<file path="src/include/sp_pkg.sv">
// constants and types shared by the sync processing control block
package sp_pkg;
  // ----------------------------------------------------------------
  // clock and timing
  // ----------------------------------------------------------------
  localparam int CLK_NS = 100;
  localparam int SEP_TICK_NS = 200;
  localparam int SEP_TICK_CYC = (SEP_TICK_NS + CLK_NS - 1) / CLK_NS;
  localparam int HS_LOSS_US = 100;
  localparam int HS_LOSS_CYC = HS_LOSS_US * 1000 / CLK_NS;
  localparam int VS_LOSS_MS = 100;
  localparam int VS_LOSS_CYC = VS_LOSS_MS * 1000000 / CLK_NS;
  // ----------------------------------------------------------------
  // register offsets
  // ----------------------------------------------------------------
  localparam logic [7:0] A_DIV_UP = 8'h01;
  localparam logic [7:0] A_DIV_LO = 8'h02;
  localparam logic [7:0] A_SYNC_CTL = 8'h0E;
  localparam logic [7:0] A_CLAMP_CTL = 8'h10;
  localparam logic [7:0] A_SEP_THR = 8'h11;
  localparam logic [7:0] A_LEAD = 8'h12;
  localparam logic [7:0] A_TRAIL = 8'h13;
  localparam logic [7:0] A_STATUS = 8'h14;
  localparam logic [7:0] A_TEST_A = 8'h15;
  localparam logic [7:0] A_TEST_B = 8'h16;
  localparam logic [7:0] A_TEST_C = 8'h17;
  localparam logic [7:0] A_TEST_D = 8'h18;
  // ----------------------------------------------------------------
  // reset values
  // ----------------------------------------------------------------
  localparam logic [7:0] RST_DIV_UP = 8'h69;
  localparam logic [7:0] RST_DIV_LO = 8'hD0;
  localparam logic [11:0] RST_PLL_DIV = 12'h69D;
  localparam logic [7:0] RST_SYNC_CTL = 8'h40;
  localparam logic [7:0] RST_CLAMP_CTL = 8'hB8;
  localparam logic [7:0] RST_SEP_THR = 8'h20;
  localparam logic [7:0] RST_LEAD = 8'h00;
  localparam logic [7:0] RST_TRAIL = 8'h00;
  localparam logic [7:0] RST_TEST = 8'h00;
  // ----------------------------------------------------------------
  // field positions
  // ----------------------------------------------------------------
  localparam int SC_AHS_OVR = 4;
  localparam int SC_AHS_SEL = 3;
  localparam int SC_VS_INV = 2;
  localparam int SC_AVS_OVR = 1;
  localparam int SC_AVS_SEL = 0;
  localparam int CC_BLUE_MID = 0;
  // sync input channels
  localparam int CH_HS = 0;
  localparam int CH_SOG = 1;
  localparam int CH_VS = 2;
  localparam int CH_COAST = 3;
  localparam int NCH = 4;
  localparam int RUN_W = 16;
  localparam int ACT_W = 20;
  localparam int LINE_W = 11;
  // serial slave address, value arbitrary
  localparam logic [6:0] DEV_ADDR_DEF = 7'h4C;
  // two-wire slave states
  typedef enum logic [3:0] {S_IDLE, S_ADDR, S_ACK_A, S_SUB, S_ACK_S, S_WDATA, S_ACK_W, S_RDATA, S_ACK_R} sp_bus_e;
endpackage

</file>
<file path="src/hw/sp_ctrl.sv">
// sync processing control and status registers behind a two-wire serial slave
module sp_ctrl
  import sp_pkg::*;
#(
  parameter logic [6:0] DEV_ADDR = DEV_ADDR_DEF,
  parameter int HS_LOSS = HS_LOSS_CYC,
  parameter int VS_LOSS = VS_LOSS_CYC
)
(
  input wire logic sys_clk,
  input wire logic reset,
  input wire logic scl_in,
  input wire logic sda_in,
  output logic sda_out,
  output logic sda_oe,
  input wire logic hsync_pin,
  input wire logic sog_pin,
  input wire logic vsync_pin,
  input wire logic coast_pin,
  output logic blue_clamp_mid,
  output logic [11:0] pll_divide_ratio,
  output logic sep_vsync,
  output logic vsync_out,
  output logic coast_out
);
  // ----------------------------------------------------------------
  // state
  // ----------------------------------------------------------------
  typedef struct packed {
    logic scl_s1, scl_s2, scl_d, sda_s1, sda_s2, sda_d;
    sp_bus_e st;
    logic [3:0] bitn;
    logic [7:0] sh, ptr;
    logic rw, oe;
    logic [7:0] div_up, div_lo, sync_ctl, clamp_ctl, sep_thr, lead, trail, test_a, test_b;
    logic [11:0] pll_div;
    logic [NCH-1:0] pin_s1, pin_s2, pin_d, pres, pol;
    logic [NCH-1:0][RUN_W-1:0] run, hi_len, lo_len;
    logic [NCH-1:0][ACT_W-1:0] act;
    logic [1:0] tick_cnt;
    logic [7:0] sep_cnt;
    logic sep_vs, hs_d, vs_d, coast, vs_out;
    logic [LINE_W-1:0] line_cnt, frame_lines;
  } sp_state_s;
  sp_state_s r_ff, nxt_r;
  logic active_horizontal_source, active_vertical_source, hs_act, vs_act, raw_vs;
  logic scl_rise, scl_fall, bus_start, bus_stop, wr_ev;
  logic [7:0] status;
  // register read mux
  function automatic logic [7:0] reg_read(input sp_state_s s, input logic [7:0] a, input logic [7:0] stat);
    logic [7:0] d;
    case (a)
      A_DIV_UP: d = s.div_up;
      A_DIV_LO: d = s.div_lo;
      A_SYNC_CTL: d = s.sync_ctl;
      A_CLAMP_CTL: d = s.clamp_ctl;
      A_SEP_THR: d = s.sep_thr;
      A_LEAD: d = s.lead;
      A_TRAIL: d = s.trail;
      A_STATUS: d = stat;
      A_TEST_A: d = s.test_a;
      A_TEST_B: d = s.test_b;
      default: d = 8'h00;
    endcase
    return d;
  endfunction
  // ----------------------------------------------------------------
  // source selection and status
  // ----------------------------------------------------------------
  // hsync source: override, else pick whichever is present
  assign active_horizontal_source = r_ff.sync_ctl[SC_AHS_OVR] ? r_ff.sync_ctl[SC_AHS_SEL] :
               (r_ff.pres[CH_HS] && r_ff.pres[CH_SOG]) ? r_ff.sync_ctl[SC_AHS_SEL] :
               (!r_ff.pres[CH_HS] && r_ff.pres[CH_SOG]);
  assign active_vertical_source = r_ff.sync_ctl[SC_AVS_OVR] ? r_ff.sync_ctl[SC_AVS_SEL] : !r_ff.pres[CH_VS];
  // normalise selected syncs to active high
  assign hs_act = active_horizontal_source ? (r_ff.pin_s2[CH_SOG] ~^ r_ff.pol[CH_SOG]) : (r_ff.pin_s2[CH_HS] ~^ r_ff.pol[CH_HS]);
  assign raw_vs = r_ff.pin_s2[CH_VS] ~^ r_ff.pol[CH_VS];
  assign vs_act = active_vertical_source ? r_ff.sep_vs : raw_vs;
  assign status = {r_ff.pres[CH_HS], active_horizontal_source, r_ff.pol[CH_HS], r_ff.pres[CH_VS], active_vertical_source,
                   ~r_ff.sync_ctl[SC_VS_INV], r_ff.pres[CH_SOG], r_ff.pol[CH_COAST]};

  // serial bus conditions
  assign scl_rise = r_ff.scl_s2 && !r_ff.scl_d;
  assign scl_fall = !r_ff.scl_s2 && r_ff.scl_d;
  assign bus_start = r_ff.scl_s2 && r_ff.scl_d && r_ff.sda_d && !r_ff.sda_s2;
  assign bus_stop = r_ff.scl_s2 && r_ff.scl_d && !r_ff.sda_d && r_ff.sda_s2;
  assign wr_ev = scl_fall && !bus_start && !bus_stop && r_ff.st == S_WDATA && r_ff.bitn == 4'h8;
  // ----------------------------------------------------------------
  // next state
  // ----------------------------------------------------------------
  always_comb
  begin
    logic [7:0] rd;
    rd = reg_read(r_ff, r_ff.ptr, status);
    nxt_r = r_ff;
    // synchronisers, then one more stage for edge detection
    {nxt_r.scl_s1, nxt_r.scl_s2, nxt_r.scl_d} = {scl_in, r_ff.scl_s1, r_ff.scl_s2};
    {nxt_r.sda_s1, nxt_r.sda_s2, nxt_r.sda_d} = {sda_in, r_ff.sda_s1, r_ff.sda_s2};
    {nxt_r.pin_s1, nxt_r.pin_s2, nxt_r.pin_d} = {coast_pin, vsync_pin, sog_pin, hsync_pin, r_ff.pin_s1, r_ff.pin_s2};
    // two-wire slave
    if (bus_start)
    begin
      nxt_r.st = S_ADDR;
      nxt_r.bitn = 4'h0;
      nxt_r.oe = 1'h0;
    end
    else if (bus_stop)
    begin
      nxt_r.st = S_IDLE;
      nxt_r.oe = 1'h0;
    end
    else if (scl_rise)
    begin
      unique case (r_ff.st)
        S_ADDR, S_SUB, S_WDATA:
        begin
          nxt_r.sh = {r_ff.sh[6:0], r_ff.sda_s2};
          nxt_r.bitn = r_ff.bitn + 4'h1;
        end
        S_RDATA: nxt_r.bitn = r_ff.bitn + 4'h1;
        S_ACK_R: if (r_ff.sda_s2) nxt_r.st = S_IDLE;
        S_IDLE, S_ACK_A, S_ACK_S, S_ACK_W: ;
        default: nxt_r.st = S_IDLE;
      endcase
    end
    else if (scl_fall)
    begin
      unique case (r_ff.st)
        S_ADDR:
          if (r_ff.bitn == 4'h8)
          begin
            if (r_ff.sh[7:1] == DEV_ADDR)
            begin
              nxt_r.st = S_ACK_A;
              nxt_r.rw = r_ff.sh[0];
              nxt_r.oe = 1'h1;
            end
            else
              nxt_r.st = S_IDLE;
          end
        S_ACK_A:
          if (r_ff.rw)
          begin
            nxt_r.sh = rd;
            nxt_r.oe = ~rd[7];
            nxt_r.bitn = 4'h0;
            nxt_r.st = S_RDATA;
          end
          else
          begin
            nxt_r.oe = 1'h0;
            nxt_r.bitn = 4'h0;
            nxt_r.st = S_SUB;
          end
        S_SUB:
          if (r_ff.bitn == 4'h8)
          begin
            nxt_r.ptr = r_ff.sh;
            nxt_r.oe = 1'h1;
            nxt_r.st = S_ACK_S;
          end
        S_ACK_S, S_ACK_W:
        begin
          nxt_r.oe = 1'h0;
          nxt_r.bitn = 4'h0;
          nxt_r.st = S_WDATA;
        end
        S_WDATA:
          if (r_ff.bitn == 4'h8)
          begin
            nxt_r.ptr = r_ff.ptr + 8'h01;
            nxt_r.oe = 1'h1;
            nxt_r.st = S_ACK_W;
          end
        S_RDATA:
          if (r_ff.bitn == 4'h8)
          begin
            nxt_r.oe = 1'h0;
            nxt_r.ptr = r_ff.ptr + 8'h01;
            nxt_r.st = S_ACK_R;
          end
          else
            nxt_r.oe = ~r_ff.sh[3'(7 - int'(r_ff.bitn))];
        S_ACK_R:
        begin
          nxt_r.sh = rd;
          nxt_r.oe = ~rd[7];
          nxt_r.bitn = 4'h0;
          nxt_r.st = S_RDATA;
        end
        S_IDLE: ;
        default: nxt_r.st = S_IDLE;
      endcase
    end
    // register writes
    if (wr_ev)
    begin
      case (r_ff.ptr)
        A_DIV_UP: nxt_r.div_up = r_ff.sh;
        A_DIV_LO:
        begin
          nxt_r.div_lo = r_ff.sh;
          nxt_r.pll_div = {r_ff.div_up, r_ff.sh[7:4]};
        end
        A_SYNC_CTL: nxt_r.sync_ctl = r_ff.sh;
        A_CLAMP_CTL: nxt_r.clamp_ctl = r_ff.sh;
        A_SEP_THR: nxt_r.sep_thr = r_ff.sh;
        A_LEAD: nxt_r.lead = r_ff.sh;
        A_TRAIL: nxt_r.trail = r_ff.sh;
        A_TEST_A: nxt_r.test_a = r_ff.sh;
        A_TEST_B: nxt_r.test_b = r_ff.sh;
        default: ;
      endcase
    end
    // activity and polarity per sync input
    for (int i = 0; i < NCH; i++)
    begin
      if (r_ff.pin_s2[i] != r_ff.pin_d[i])
      begin
        if (r_ff.pin_s2[i])
          nxt_r.lo_len[i] = r_ff.run[i];
        else
          nxt_r.hi_len[i] = r_ff.run[i];
        nxt_r.run[i] = '0;
        nxt_r.act[i] = '0;
        nxt_r.pres[i] = 1'h1;
        nxt_r.pol[i] = nxt_r.hi_len[i] < nxt_r.lo_len[i];
      end
      else
      begin
        if (r_ff.run[i] != '1)
          nxt_r.run[i] = r_ff.run[i] + 16'h0001;
        if (r_ff.act[i] >= ACT_W'((i >= CH_VS) ? VS_LOSS : HS_LOSS))
          nxt_r.pres[i] = 1'h0;
        else
          nxt_r.act[i] = r_ff.act[i] + 20'h00001;
      end
    end
    // sync separator on 5 MHz ticks
    nxt_r.tick_cnt = (r_ff.tick_cnt == 2'(SEP_TICK_CYC - 1)) ? 2'h0 : r_ff.tick_cnt + 2'h1;
    if (hs_act == r_ff.sep_vs)
      nxt_r.sep_cnt = 8'h00;
    else if (r_ff.sep_cnt >= r_ff.sep_thr)
    begin
      nxt_r.sep_vs = hs_act;
      nxt_r.sep_cnt = 8'h00;
    end
    else if (r_ff.tick_cnt == 2'(SEP_TICK_CYC - 1))
      nxt_r.sep_cnt = r_ff.sep_cnt + 8'h01;
    // line count between vsyncs, coast window
    {nxt_r.hs_d, nxt_r.vs_d} = {hs_act, vs_act};
    if (vs_act && !r_ff.vs_d)
    begin
      nxt_r.frame_lines = r_ff.line_cnt;
      nxt_r.line_cnt = '0;
    end
    else if (hs_act && !r_ff.hs_d && r_ff.line_cnt != '1)
      nxt_r.line_cnt = r_ff.line_cnt + 11'h001;
    nxt_r.coast = vs_act
                  || (r_ff.lead != 8'h00 && 12'(r_ff.line_cnt) + 12'(r_ff.lead) >= 12'(r_ff.frame_lines))
                  || (12'(r_ff.line_cnt) < 12'(r_ff.trail));
    nxt_r.vs_out = vs_act ^ r_ff.sync_ctl[SC_VS_INV];
  end

  // ----------------------------------------------------------------
  // state register
  // ----------------------------------------------------------------
  always_ff @(posedge sys_clk)
  begin
    if (reset)
      r_ff <= '{scl_s1: 1'h1, scl_s2: 1'h1, scl_d: 1'h1, sda_s1: 1'h1, sda_s2: 1'h1, sda_d: 1'h1, st: S_IDLE,
                div_up: RST_DIV_UP, div_lo: RST_DIV_LO, pll_div: RST_PLL_DIV, sync_ctl: RST_SYNC_CTL,
                clamp_ctl: RST_CLAMP_CTL, sep_thr: RST_SEP_THR, lead: RST_LEAD, trail: RST_TRAIL,
                test_a: RST_TEST, test_b: RST_TEST, default: '0}; // bus lines rest high
    else
      r_ff <= nxt_r;
  end
  // outputs, open-drain data pulls low only
  assign sda_out = 1'h0;
  assign sda_oe = r_ff.oe;
  assign blue_clamp_mid = r_ff.clamp_ctl[CC_BLUE_MID];
  assign pll_divide_ratio = r_ff.pll_div;
  assign sep_vsync = r_ff.sep_vs;
  assign vsync_out = r_ff.vs_out;
  assign coast_out = r_ff.coast;

  // ----------------------------------------------------------------
  // checks
  // ----------------------------------------------------------------
  AST_PLL_COMMIT: assert property (@(posedge sys_clk) disable iff (reset)
    $changed(pll_divide_ratio) |-> $past(wr_ev) && $past(r_ff.ptr) == A_DIV_LO)
    else $error("divide ratio changed without low-bits write");
  AST_UPPER_HOLD: assert property (@(posedge sys_clk) disable iff (reset)
    wr_ev && r_ff.ptr == A_DIV_UP |=> $stable(pll_divide_ratio) ##1 $stable(pll_divide_ratio))
    else $error("upper-bits write moved divide ratio");
  AST_BLUE_CLAMP: assert property (@(posedge sys_clk) disable iff (reset)
    wr_ev && r_ff.ptr == A_CLAMP_CTL |=> blue_clamp_mid == $past(r_ff.sh[0]))
    else $error("blue clamp select not taken from write");
  AST_SEP_THR: assert property (@(posedge sys_clk) disable iff (reset)
    $changed(sep_vsync) |-> $past(r_ff.sep_cnt >= r_ff.sep_thr))
    else $error("separator toggled before threshold");
  AST_STATUS_RO: assert property (@(posedge sys_clk) disable iff (reset)
    wr_ev && r_ff.ptr == A_STATUS |=> $stable(r_ff.sync_ctl) && $stable(r_ff.test_a) && $stable(r_ff.sep_thr))
    else $error("write to status disturbed a register");
  AST_TRAIL: assert property (@(posedge sys_clk) disable iff (reset)
    12'(r_ff.line_cnt) < 12'(r_ff.trail) |=> coast_out)
    else $error("coast dropped inside trailing window");
  AST_LEAD: assert property (@(posedge sys_clk) disable iff (reset)
    r_ff.lead != 8'h00 && 12'(r_ff.line_cnt) + 12'(r_ff.lead) >= 12'(r_ff.frame_lines) |=> coast_out)
    else $error("coast missing inside leading window");
  AST_HS_PRESENT: assert property (@(posedge sys_clk) disable iff (reset)
    r_ff.pin_s2[CH_HS] != r_ff.pin_d[CH_HS] |=> status[7])
    else $error("hsync edge did not mark hsync present");
  AST_AUTO_SRC: assert property (@(posedge sys_clk) disable iff (reset)
    !r_ff.sync_ctl[SC_AHS_OVR] && !r_ff.pres[CH_HS] && r_ff.pres[CH_SOG] |-> status[6])
    else $error("automatic hsync source not green sync");
endmodule

</file>
<file path="config.mk">
export PLATFORM = sky130hd
export DESIGN_NAME = sp_ctrl
export DESIGN_NICKNAME = d
export VERILOG_FILES = /design/src/include/sp_pkg.sv /design/src/hw/sp_ctrl.sv
export SDC_FILE = /design/constraint.sdc
export NUM_CORES = 1
export LEC_CHECK = 0
export BUFFER_PORTS_ARGS = -buffer_cell sky130_fd_sc_hd__clkbuf_2
export CORE_MARGIN = 4
export CORE_UTILIZATION = 50
export DETAILED_ROUTE_END_ITERATION = 7
export PLACE_DENSITY = 0.65
export SYNTH_ARGS = -nofsm -noshare
export SYNTH_HDL_FRONTEND = slang
export SYNTH_SLANG_ARGS = --single-unit
</file>
<file path="constraint.sdc">
create_clock -name sys_clk -period 3.9 [get_ports sys_clk]
set_input_delay 0.585 -clock sys_clk [delete_from_list [all_inputs] [get_ports sys_clk]]
set_output_delay 0.585 -clock sys_clk [all_outputs]
set_load 0.01 [all_outputs]
</file>
==> flow_summary.json, run 1 <==
{
  "avgSynthCellArea_sq_um": 8.59,
  "fin_crit_sh_pct": 92.6,
  "synth_cell_types": 83,
  "die_h_microns": 214,
  "cts_sinks": 420,
  "ys_seq_area_share_pct": 39.6,
  "clk_latency_ns": 0.58,
  "p_leak_nw": 8.92,
  "cts_tree": "done",
  "synth_enable_flop_cells": 0,
  "via_count": 16800,
  "antenna_found_initial": 0,
  "fmax_mhz": 277,
  "netlist.area_leader.share_pct": 39.6,
  "fp.dieW_microns": 214,
  "syn_area_sq_um": 21200,
  "violations": "DRC",
  "synthesis.nets": 2595,
  "critPathKind": "reg2reg",
  "power_density_nw_per_um2": 402,
  "io_pins": 26,
  "utilization_pct": 54.7,
  "netlist_instances": 2470,
  "coreArea_sq_um": 41900,
  "diodes": 0,
  "dpl.hpwl_microns": 31600,
  "min_path_type": "in2reg",
  "synth_top_area_cell": "dfxtp_1",
  "arrival_ns": 4.06,
  "timing.rr.start": "r_ff[11]$_SDFFE_PP0P_",
  "grt_pass1_vias": 16100,
  "start_util_pct": 50.6,
  "layout_min_cycle_time_ns": 3.61,
  "place_inst": 2877,
  "path_clk_slew_ns": 0.06,
  "drc": 5,
  "grtUsageTotal_pct": 20.3,
  "ys.flop_type": "dfxtp_1",
  "cts_made_buffers": 47,
  "vias_per_cell": 5.68,
  "cts_resized": 0,
  "ctsHtreeMaxLevel": 2,
  "layout.nets": 2512,
  "async_flop_share_pct": 0,
  "antenna_left": 0,
  "gp_congestion": 0.894,
  "critical_path_required_ns": 4.35,
  "rr_worst_depth": 14,
  "grt_pass1_wl_microns": 80200,
  "drtPass1Iterations": 8,
  "synth_commonest_cells": "dfxtp_1 (420), nand2_1 (367), nor2_1 (249)",
  "avgRoutedWirePerCell_microns": 16.0,
  "vdd_ir_drop_max_uv": 247,
  "critical_path.startpoint": "r_ff[11]$_SDFFE_PP0P_",
  "layout-drive-gt1-share_pct": 9.28,
  "ctsHoldBuffers": 0,
  "setup.worst_path.start_class": "flop",
  "synthToLayoutAreaGrowth_pct": 8.24,
  "grt-ovfl-total": 0,
  "dieArea_sq_um": 45800,
  "finalSetupTns_ns": 0,
  "critPathCaptureType": "flop",
  "cts_setup_buffers": 0,
  "fill_cells": 3770,
  "first_iter_violations": 1181,
  "slew_headroom_pct": 27.3,
  "tightest_slew_ns": 1.09,
  "slew_violations": 0,
  "rsz0062_at_grt": "false",
  "crit_fanout": 7,
  "cts-root-buf": "clkbuf_16",
  "setup_viol": 0,
  "port_buffers": 24,
  "ys_ff_latch": 420,
  "yosysWarnings": 0,
  "clock_path_buffers": 3,
  "wirelength_microns": 47500,
  "outcome": "finished, violations left",
  "finalHoldViolations": 0,
  "drv_cap": 0,
  "synthTopCellsByArea": "dfxtp_1 (40%), mux2i_1 (7.7%), ha_1 (6.8%)",
  "stdcell_count": 2963,
  "finalClockSkew_ns": 0.0239,
  "crit_end": "coast_out$_SDFF_PP0_",
  "crit-reg2reg-capture": "coast_out$_SDFF_PP0_",
  "rows": 75,
  "grt_max_degree": 86,
  "yosysMostFrequentCell": "dfxtp_1",
  "reg2reg_slack_ns": 0.29
}
[metal layers]
metal  vias up  track usage, %  share of wire (%)
met5         -               0                  0
met1      7996            27.4                 46
li1       8382               -                  -
met2       355            33.5                 46
met4         0            6.42                2.7
met3       103            3.11                4.8
[kinds of logic (layout without fill, tap and decap cells)]
group / count (synthesis) / after routing / synth area share, %
and+or+nand+nor: 946 / 946 / 20.7
muxes: 224 / 224 / 11.0
other: 1 / 1 / 0.0177
xor gates and xnor gates: 104 / 104 / 4.29
AOI/OAI and AO/OA: 421 / 421 / 12.4
buffers and inverters: 237 / 191 / 4.96
adders and majority gates: 117 / 117 / 6.94
DFF: 420 / 420 / 39.6
[cell type report]
cell class | count | area, sq um | share of cell area, %
Multi-Input combinational cell | 1813 | 11700 | 51.2
Sequential cell | 420 | 8410 | 36.6
Clock buffer | 72 | 1460 | 6.37
Tap cell | 539 | 674 | 2.94
Timing Repair Buffer | 50 | 337 | 1.47
Inverter | 55 | 206 | 0.899
Clock inverter | 14 | 118 | 0.512
[flip-flops by register name, indices dropped and copies added (netlist names)]
| register | cells |
|---|---|
| nxt_r | 12 |
| sda_oe | 1 |
| pll_divide_ratio | 9 |
| coast_out | 1 |
| blue_clamp_mid | 1 |
| vsync_out | 1 |
| sep_vsync | 1 |
| r_ff | 394 |
[worst max-delay path, cell delays in order (launching register included)]
cell and delay, ns:
dfxtp_1 0.38, ha_1 0.26, fa_1 0.41, a21o_1 0.19, a211oi_1 0.23, nor2_1 0.10
o41ai_1 0.47, nor2_1 0.13, xor2_1 0.17, ha_1 0.31, nand4_1 0.09, a211o_1 0.10
o21ai_0 0.06, a211o_1 0.29, a211o_1 0.29
[worst min path at each step]
stage	from	to	slack [ns]	cells after the start
final	sda_in	nxt_r[440]$_SDFF_PP1_	0.19	2
after global routing	sda_in	nxt_r[440]$_SDFF_PP1_	0.18	2
after CTS	sda_in	nxt_r[440]$_SDFF_PP1_	0.16	2
after detailed placement	nxt_r[440]$_SDFF_PP1_	nxt_r[439]$_SDFF_PP1_	0.40	1
after global placement	nxt_r[440]$_SDFF_PP1_	nxt_r[439]$_SDFF_PP1_	0.39	1
after floorplan	nxt_r[440]$_SDFF_PP1_	nxt_r[439]$_SDFF_PP1_	0.39	1
[report_power, final]
group | internal [W] | switching [W]
logic | 0.000143 | 0.000245
registers | 0.00434 | 0.0000729
clock network | 0.00265 | 0.00178
total | 0.00713 | 0.00210
[cell usage in the layout (no fill, tap or decap), drive strengths merged, types with 7 or more instances in the layout]
cell    Yosys  final
or3        12     12
nand2     374    374
nor3       25     25
nand2b     23     23
mux2i     163    163
xnor2      40     40
clkbuf    106     96
a31oi      15     15
nor2      249    249
nor4       17     17
nand3      61     61
nor2b      32     32
a211oi     16     16
and3       27     27
ha        116    116
a22oi      22     22
a21oi     201    201
dfxtp     420    420
or2        11     11
and2       35     35
xor2       64     64
nand4      52     52
clkinv      0      9
a21o       13     13
inv        55     56
o221ai      7      7
o22ai      12     12
and4       12     12
buf        76     26
o21ai      59     59
o21a        7      7
mux2       59     59
[through the flow]
step	hold WS, ns	area, sq um	worst slack (ns)	power [W]
6_report	0.189	23000	0.289	0.00923
5_1_grt	0.181	23000	0.0438	0.00956
4_1_cts	0.163	23000	0.309	0.00933
3_5_place_dp	0.397	21400	0.357	0.00489
3_3_place_gp	0.395	21400	0.415	0.00488
2_1_floorplan	0.389	21200	0.676	0.00478
No activity file was read; power rests on OpenSTA's default activity.
==> run 2, diff against run 1 <==
--- a/config.mk
+++ b/config.mk
@@ -6,10 +6,12 @@
 export NUM_CORES = 1
 export LEC_CHECK = 0
 export BUFFER_PORTS_ARGS = -buffer_cell sky130_fd_sc_hd__clkbuf_2
+export CAP_MARGIN = 20
 export CORE_MARGIN = 4
 export CORE_UTILIZATION = 50
 export DETAILED_ROUTE_END_ITERATION = 7
 export PLACE_DENSITY = 0.65
+export REMOVE_ABC_BUFFERS = 1
 export SYNTH_ARGS = -nofsm -noshare
 export SYNTH_HDL_FRONTEND = slang
 export SYNTH_SLANG_ARGS = --single-unit
==> flow_summary.json, run 2 (synthesis gave the netlist of run 1 again) <==
{
  "outcome": "finished, final reports clean",
  "setup.worst_path.start_class": "flop",
  "finalSetupTns_ns": 0,
  "mostFrequentLayoutCell": "dfxtp_1",
  "rows": 75,
  "clock_path_buffers": 3,
  "slowest_stage": "o41ai_1",
  "finalHoldViolations": 0,
  "ctsHtreeMaxLevel": 2,
  "arrival_ns": 4.10,
  "layout.nets": 2508,
  "drv_cap": 0,
  "critPathKind": "reg2reg",
  "drtPass1Iterations": 7,
  "synthToLayoutAreaGrowth_pct": 7.72,
  "setup_viol": 0,
  "start_util_pct": 50.6,
  "rsz0062_at_grt": "false",
  "crit_chain": "ha_1, fa_1, a21o_1, a211oi_1, nor2_1, o41ai_1, nor2_1, xor2_1, ha_1, nand4_1, a211o_1, o21ai_0, a211o_1, a211o_1",
  "gp_congestion": 0.859,
  "slew_violations": 0,
  "die_h_microns": 214,
  "io_pins": 26,
  "drc": 0,
  "grt_max_degree": 74,
  "slew_headroom_pct": 36.2,
  "dpl.hpwl_microns": 31300,
  "grt-ovfl-total": 0,
  "critPathCaptureType": "flop",
  "critical_path_required_ns": 4.35,
  "cts_resized": 0,
  "vias_per_cell": 5.63,
  "ctsHoldBuffers": 0,
  "regMostFlops": "r_ff",
  "dieArea_sq_um": 45800,
  "fp.dieW_microns": 214,
  "finalClockSkew_ns": 0.0156,
  "largest_register_ffs": 394,
  "layout-drive-gt1-share_pct": 8.94,
  "cts-root-buf": "clkbuf_16",
  "power_density_nw_per_um2": 398,
  "antenna_found_initial": 0,
  "port_buffers": 24,
  "cts_sinks": 420,
  "path_clk_slew_ns": 0.06,
  "crit_fanout": 7,
  "cpPeakStageDelay_ns": 0.50,
  "layout_min_cycle_time_ns": 3.65,
  "avgRoutedWirePerCell_microns": 16.0,
  "tightest_slew_ns": 0.957,
  "first_iter_violations": 1076,
  "min_path_type": "in2reg",
  "vdd_ir_drop_max_uv": 343,
  "cts_made_buffers": 45,
  "diodes": 0,
  "final_cell_mix": "dfxtp_1 (417), nand2_1 (367), nor2_1 (249)",
  "grt_pass1_vias": 16100,
  "via_count": 16600,
  "fmax_mhz": 274,
  "antenna_left": 0,
  "p_leak_nw": 8.86,
  "fin_hold_ws_ns": 0.201,
  "fin_crit_sh_pct": 93.5,
  "cts_tree": "done",
  "grtUsageTotal_pct": 20.2,
  "clk_latency_ns": 0.57,
  "wirelength_microns": 47400,
  "grt_pass1_wl_microns": 80000,
  "coreArea_sq_um": 41900,
  "cts_setup_buffers": 0,
  "crit_top_cell": "a211o_1"
}
[run 2: final cells by class]
cell class                 count  area, sq um
fill                        3872        19100
inverter                      55          206
timing repair buffer          48          309
tap                          539          674
multi-input combinational   1813        11700
clock buffer                  67         1360
clock inverter                14          135
sequential                   420         8410
[run 2: final timing paths]
check | slack [ns] | cells after the start | start | endpoint
worst max-delay path | 0.25 | 14 | r_ff[11]$_SDFFE_PP0P_ | coast_out$_SDFF_PP0_
worst min-delay path | 0.20 | 2 | sda_in | nxt_r[440]$_SDFF_PP1_
worst max register to register | 0.25 | 14 | r_ff[11]$_SDFFE_PP0P_ | coast_out$_SDFF_PP0_
worst min register to register | 0.41 | 1 | nxt_r[440]$_SDFF_PP1_ | nxt_r[439]$_SDFF_PP1_
[run 2: critical path: cells and delay by family, from the launching register on]
family | cells | cell delay [ns]
and+or+nand+nor | 3 | 0.33
adders and majority gates | 3 | 0.97
AOI/OAI and AO/OA | 7 | 1.69
DFF | 1 | 0.38
xor gates and xnor gates | 1 | 0.17
[run 2: through the flow]
step	utilization [%]	cells	setup WS [ns]	total power [W]	area, sq um
finish	54.5	2956	0.252	0.00909	22800
global route	54.5	2956	0.0327	0.00943	22800
CTS	54.5	2956	0.275	0.00920	22800
detailed placement	50.9	2875	0.318	0.00489	21400
global placement	50.9	2875	0.340	0.00487	21400
floorplan	-	2288	0.676	0.00472	20400
[run 2: power breakdown]
group          switching [W]  leakage [nW]  internal (W)  total, W
logic               0.000248          4.73      0.000140  0.000387
registers          0.0000696          3.39       0.00434   0.00441
clock network        0.00176         0.734       0.00254   0.00430
[run 2: per-layer routing]
metal / vias up / wire (microns) / global-route usage [%]
li1: 8378 / - / -
met1: 7832 / 22500 / 27.4
met2: 331 / 21500 / 33.6
met3: 95 / 2100 / 2.71
met4: 0 / 1330 / 6.59
met5: - / 0 / 0
